## src/hdl/msr_pkg.sv

```systemverilog
// Package: constants and types of the module select and reset gate
package msr_pkg;

  // ==========================================================
  // Timing
  localparam int CLK_HZ            = 50_000_000;
  localparam int RESET_PULSE_NS    = 10_000;
  localparam int RESET_PULSE_CYC   = (RESET_PULSE_NS * (CLK_HZ / 1_000_000) + 999) / 1000;
  localparam int RESET_HOLD_CYC    = 16;
  localparam int CNT_W             = 16;

  // ==========================================================
  // Reset values
  localparam logic RST_SEL_N       = 1'b1;
  localparam logic RST_MOD_RST_N   = 1'b1;
  localparam logic [7:0] DEF_SETTING = 8'h00;

  // ==========================================================
  // States
  typedef enum logic [2:0]
  {
    ST_RUN   = 3'b001,
    ST_PULSE = 3'b010,
    ST_RESET = 3'b100
  } msr_state_t;

  // ==========================================================
  // 2-wire pins as three signals each
  typedef struct packed
  {
    logic scl_in;
    logic sda_in;
  } msr_wire_in_t;

  typedef struct packed
  {
    logic sda_out;
    logic sda_oe;
    logic scl_out;
    logic scl_oe;
  } msr_wire_out_t;

endpackage

```

## src/hdl/msr_pulse_filter.sv

```systemverilog
// Low pulse length filter for the reset input
`timescale 1ns/1ps
module msr_pulse_filter #(
  parameter int MIN_CYC = msr_pkg::RESET_PULSE_CYC
)
(
  // Clock and reset
  input  wire logic clk,
  input  wire logic srst,
  // Pin level, pull-up already applied
  input  wire logic level_n,
  // One-cycle pulse once the low time reaches the minimum
  output logic      fire
);
  logic [msr_pkg::CNT_W-1:0] count;
  wire                       long_low = (count == msr_pkg::CNT_W'(MIN_CYC));

  always_ff @(posedge clk)
  begin
    if (srst || level_n)
      count <= '0;
    else if (!long_low)
      count <= count + 1'b1;
  end

  always_ff @(posedge clk)
  begin
    if (srst)
      fire <= 1'b0;
    else
      fire <= !level_n && (count == msr_pkg::CNT_W'(MIN_CYC - 1));
  end
endmodule

```

## src/hdl/msr_gate.sv

```systemverilog
// Module select gating of the 2-wire bus and long-pulse module reset
`timescale 1ns/1ps
// Function
// - Selected module answers 2-wire commands
// - Deselected module never acknowledges or drives bus
// - Select input pulled high internally
// - Reset input pulled high internally
// - Long low reset restores defaults fully
module msr_gate #(
  parameter int MIN_CYC  = msr_pkg::RESET_PULSE_CYC,
  parameter int HOLD_CYC = msr_pkg::RESET_HOLD_CYC
)
(
  // Clock and reset
  input  wire logic                   clk,
  input  wire logic                   srst,
  // Host control pins, with drive flag (low when undriven)
  input  wire logic                   module_select_n,
  input  wire logic                   module_select_driven,
  input  wire logic                   module_reset_n,
  input  wire logic                   module_reset_driven,
  // 2-wire pins at the connector
  input  wire msr_pkg::msr_wire_in_t  pin_in,
  output msr_pkg::msr_wire_out_t      pin_out,
  // Internal 2-wire engine side
  input  wire msr_pkg::msr_wire_out_t engine_out,
  output msr_pkg::msr_wire_in_t       engine_in,
  // Module state
  output logic                        selected,
  output logic                        module_reset,
  output logic [7:0]                  user_setting,
  input  wire logic                   setting_we,
  input  wire logic [7:0]             setting_wdata
);

  // ==========================================================
  // Pull-ups
  function automatic logic pulled_up
  (
    input logic driven,
    input logic level
  );
    return driven ? level : 1'b1;
  endfunction

  wire sel_n_eff = pulled_up(module_select_driven, module_select_n);
  wire rst_n_eff = pulled_up(module_reset_driven, module_reset_n);

  // ==========================================================
  // Reset pulse filter
  wire reset_fire;

  msr_pulse_filter #(
    .MIN_CYC (MIN_CYC)
  ) u_filter (
    .clk     (clk),
    .srst    (srst),
    .level_n (rst_n_eff),
    .fire    (reset_fire)
  );

  // ==========================================================
  // Reset sequencer
  msr_pkg::msr_state_t       state;
  msr_pkg::msr_state_t       next_state;

  logic [msr_pkg::CNT_W-1:0] hold;
  wire                       hold_done = (hold == msr_pkg::CNT_W'(HOLD_CYC - 1));
  wire [msr_pkg::CNT_W-1:0]  next_hold = hold_done ? hold : hold + 1'b1;

  always_comb
  begin
    next_state = state;
    unique case (state)
      msr_pkg::ST_RUN:
      begin
        if (!rst_n_eff)
          next_state = msr_pkg::ST_PULSE;
      end
      msr_pkg::ST_PULSE:
      begin
        if (reset_fire)
          next_state = msr_pkg::ST_RESET;
        else if (rst_n_eff)
          next_state = msr_pkg::ST_RUN;
      end
      msr_pkg::ST_RESET:
      begin
        if (hold_done && rst_n_eff)
          next_state = msr_pkg::ST_RUN;
      end
      default:
      begin
        next_state = msr_pkg::ST_RUN;
      end
    endcase
  end

  always_ff @(posedge clk)
  begin
    if (srst)
    begin
      state <= msr_pkg::ST_RUN;
    end
    else
    begin
      state <= next_state;
    end
  end

  always_ff @(posedge clk)
  begin
    if (srst || state != msr_pkg::ST_RESET)
    begin
      hold <= '0;
    end
    else
    begin
      hold <= next_hold;
    end
  end

  wire in_reset = (next_state == msr_pkg::ST_RESET);

  always_ff @(posedge clk)
  begin
    if (srst)
    begin
      module_reset <= 1'b0;
    end
    else
    begin
      module_reset <= in_reset;
    end
  end

  // ==========================================================
  // User settings
  wire       setting_take      = setting_we && selected;
  wire [7:0] next_user_setting = setting_take ? setting_wdata : user_setting;

  always_ff @(posedge clk)
  begin
    if (srst || in_reset)
    begin
      user_setting <= msr_pkg::DEF_SETTING;
    end
    else
    begin
      user_setting <= next_user_setting;
    end
  end

  // ==========================================================
  // Open-drain drive decode
  function automatic logic pulls_low
  (
    input logic oe,
    input logic out
  );
    return oe && !out;
  endfunction

  // ==========================================================
  // Select gating
  wire next_selected = !sel_n_eff && !in_reset;
  wire next_sda_oe   = next_selected && pulls_low(engine_out.sda_oe, engine_out.sda_out);
  wire next_scl_oe   = next_selected && pulls_low(engine_out.scl_oe, engine_out.scl_out);

  msr_pkg::msr_wire_out_t next_pin_out;
  msr_pkg::msr_wire_in_t  next_engine_in;

  assign next_pin_out.sda_out = 1'b0;
  assign next_pin_out.sda_oe  = next_sda_oe;
  assign next_pin_out.scl_out = 1'b0;
  assign next_pin_out.scl_oe  = next_scl_oe;
  assign next_engine_in       = next_selected ? pin_in : '1;

  always_ff @(posedge clk)
  begin
    if (srst)
    begin
      selected <= 1'b0;
    end
    else
    begin
      selected <= next_selected;
    end
  end

  // ==========================================================
  // Bus pin drivers
  always_ff @(posedge clk)
  begin
    if (srst)
    begin
      pin_out <= '0;
    end
    else
    begin
      pin_out <= next_pin_out;
    end
  end

  // ==========================================================
  // Bus levels seen by the engine
  always_ff @(posedge clk)
  begin
    if (srst)
    begin
      engine_in <= '1;
    end
    else
    begin
      engine_in <= next_engine_in;
    end
  end

endmodule

```

## config.mk

```make
export PLATFORM = sky130hd
export DESIGN_NAME = msr_gate
export DESIGN_NICKNAME = d
export VERILOG_FILES = /design/src/hdl/msr_pkg.sv /design/src/hdl/msr_pulse_filter.sv /design/src/hdl/msr_gate.sv
export SDC_FILE = /design/constraint.sdc
export NUM_CORES = 1
export LEC_CHECK = 0
export ABC_AREA = 1
export BUFFER_PORTS_ARGS = -buffer_cell sky130_fd_sc_hd__buf_2
export CORE_ASPECT_RATIO = 0.7
export CORE_UTILIZATION = 30
export DETAILED_ROUTE_END_ITERATION = 8
export GPL_TIMING_DRIVEN = 0
export HOLD_SLACK_MARGIN = 0.06
export SLEW_MARGIN = 20
export SYNTH_ARGS = -nofsm -noshare
export SYNTH_HDL_FRONTEND = slang
export SYNTH_SLANG_ARGS = --single-unit
```

## constraint.sdc

```tcl
create_clock -name clk -period 1.4 [get_ports clk]
set_input_delay 0.07 -clock clk [delete_from_list [all_inputs] [get_ports clk]]
set_output_delay 0.07 -clock clk [all_outputs]
set_load 0.05 [all_outputs]
```

==> metrics.csv <==
metric,value,unit
status,completed,
"Top FF cell, synth",dfxtp_1,
cts bufs inserted,5,
Yosys warning total,0,
vias per cell,4.454,
final setup fails,0,
Max IR drop VDD,0.5895,mV
pre-CTS WS,-0.1276,ns
CTS tree,done,
clock sinks,50,
Max Fclk,750.5,MHz
CP Data Arrival Time,1.57,ns
most frequent cells in the layout,"inv_1, nand2_1, dfxtp_1",
R2R setup slack,0.07,ns
core footprint,7515,µm²
final net count,403,
Max-cap violations,0,
sequential share of the synthesized area,41.67,%
clock transition at the registers of the reported paths,0.07,ns
H-tree depth,2,
critical path class,flip-flop to flip-flop,
initial core utilization,31.97,%
RSZ-0062 raised after global routing,yes,
initial antenna violation count,0,
final hold vios,0,
CP Capture Type,flip-flop,
DRT antenna net count,0,
Worst R2R Path Depth,7,
DR WL/cell,10.43,µm
"commonest non-fill, non-tap cell in the layout",inv_1,
antenna cells,0,
worst hold path class,input pin to flip-flop,
number of flops mapped to enable cells by yosys,0,
"flops & latches, synth",50,
layout cells sized above 1,30.26,%
Final GP Congestion,0.8087,
Synth async-reset ratio,0,%
DRT Pass-1 Iters,4,
Fill cells,746,
GRT Total Usage,13.16,%
total number of vias,2129,
drt drc,0,
Post-DP HPWL,3615,µm
Critical R2R Launch,hold[1],
first-pass GRT wire length,8756,µm
"Remaining Overflow, GRT",0,
fin worst setup slack,0.06748,ns
Final Cycle Share,95.18,%
largest net degree at the start of global routing,18,
Die Span Y,76.87,µm
Clock Latency Late Sink,0.29,ns
FP Rows,26,
total wire length,4985,µm
Die X,109.0,µm
Tot Pwr,2.848,mW
crit path capture,user_setting[6],
root buffer cell,clkbuf_16,
Initial DRC Count,48,
Final min period,1.333,ns
worst reg2reg endpoint,user_setting[6],
via count of the first global-routing pass,1959,
Worst setup startpoint,hold[1],
Slew Limit Fails,0,
area delta synth->final,29.74,%
Cells after Synth,318,
Pwr per Cell Area,913.7,nW/µm²
critical path data required time,1.64,ns
Pleak,1.238,nW
Longest Clk Path Bufs,2,
count of cell types in the netlist,32,
die area,8375,µm²
IO Port Bufs,34,
Mapped Area,2402,µm²
CP Launch Type,flip-flop,
CP Max Fanout,8,
Layout Skew,0.004782,ns
IO Pins,37,
synthesized area per cell,7.554,µm²
==> final cells by class <==
cell class	instances	area [µm²]	area share, %
Sequential cell	50	1015	32.56
Clock inverter	3	25.02	0.8029
Clock buffer	5	125.1	4.014
Inverter	55	211.5	6.784
Tap cell	98	122.6	3.934
Multi-Input combinational cell	210	1260	40.43
Buffer	4	25.02	0.8029
Timing Repair Buffer	53	332.8	10.68
==> sequential cells by signal, summed over array words and instances, names as in the netlist <==
register,flops
engine_in,2
module_reset,1
state,3
hold,16
user_setting,8
u_filter.count,16
u_filter.fire,1
pin_out,2
selected,1
==> worst min-delay path by stage <==
stage / from / endpoint / slack (ns) / cells after the start
after floorplan: srst / module_reset / 0.14 / 1
after global placement: pin_in[0] / engine_in[0] / 0.28 / 3
after detailed placement: pin_in[0] / engine_in[0] / 0.28 / 3
after CTS: module_select_driven / engine_in[0] / 0.07 / 4
after global routing: module_select_driven / engine_in[0] / 0.10 / 4
final: module_select_driven / engine_in[0] / 0.08 / 4
==> critical path, cell delays in order, from the launching register on <==
cell     delay, ns
dfxtp_4       0.37
ha_4          0.14
nand3_2       0.09
nor2_4        0.12
nand3_2       0.10
a21oi_4       0.21
nand2_4       0.13
nor2_2        0.12
==> cell usage after synthesis, types with 2 or more instances <==
| master | n | area (µm²) |
|---|---|---|
| inv_1 | 54 | 202.7 |
| nand3_1 | 19 | 95.09 |
| nand3_2 | 2 | 20.02 |
| nand4_1 | 12 | 75.07 |
| ha_1 | 3 | 37.54 |
| nor3_2 | 2 | 20.02 |
| buf_4 | 2 | 15.01 |
| o21ai_0 | 11 | 55.05 |
| a21oi_1 | 20 | 100.1 |
| o21ai_1 | 4 | 20.02 |
| nand2_4 | 2 | 22.52 |
| dfxtp_1 | 50 | 1001 |
| nor2_2 | 13 | 81.33 |
| nand2_1 | 46 | 172.7 |
| nor2_1 | 35 | 131.4 |
| xor2_1 | 5 | 43.79 |
| nor3_1 | 11 | 55.05 |
| buf_2 | 2 | 10.01 |
| mux2_2 | 8 | 90.09 |
| nor3_4 | 3 | 48.80 |
| nand2_2 | 3 | 18.77 |
==> repair_timing <==
item | in CTS | in global routing
pin swaps | 6 | 7
hold buffers | 8 | 0
setup endpoints to repair | 20 | 35
gates resized for setup | 8 | 21
hold endpoints to repair | 6 | 0
buffers inserted | 3 | 8
==> power breakdown <==
group,switching [mW],total (mW),internal (mW)
Sequential,0.0104,1.44,1.43
Combinational,0.105,0.182,0.0772
Clock,0.549,1.22,0.672
==> cell families after synthesis <==
group / after synthesis / share of synthesized area, %
buf+inv: 59 / 9.687
fa+ha+maj: 3 / 1.563
xor+xnor: 5 / 1.823
flops: 50 / 41.67
simple gates: 153 / 32.45
compound gates: 39 / 8.907
other cells: 1 / 0.1561
mux: 8 / 3.750
==> metal layers <==
metal / vias to the layer above / wire [µm] / track usage, %
met5: - / 0 / 0
met4: 0 / 108 / 6.081
met3: 9 / 137 / 2.976
met2: 26 / 2096 / 19.50
met1: 955 / 2642 / 17.92
li1: 1139 / - / -
==> metrics by stage <==
step / utilization, % / setup TNS, ns / hold slack [ns] / cells / instance area [µm²]
global placement: 35.93 / -0.7403 / 0.2829 / 451 / 2700
global route: 41.48 / -0.1438 / 0.1004 / 478 / 3117
floorplan: - / 0 / 0.1424 / 319 / 2407
finish: 41.48 / 0 / 0.07863 / 478 / 3117
CTS: 39.68 / 0 / 0.06940 / 470 / 2982
detailed placement: 35.93 / -1.339 / 0.2824 / 451 / 2700
No activity file was read; power rests on OpenSTA's default activity.
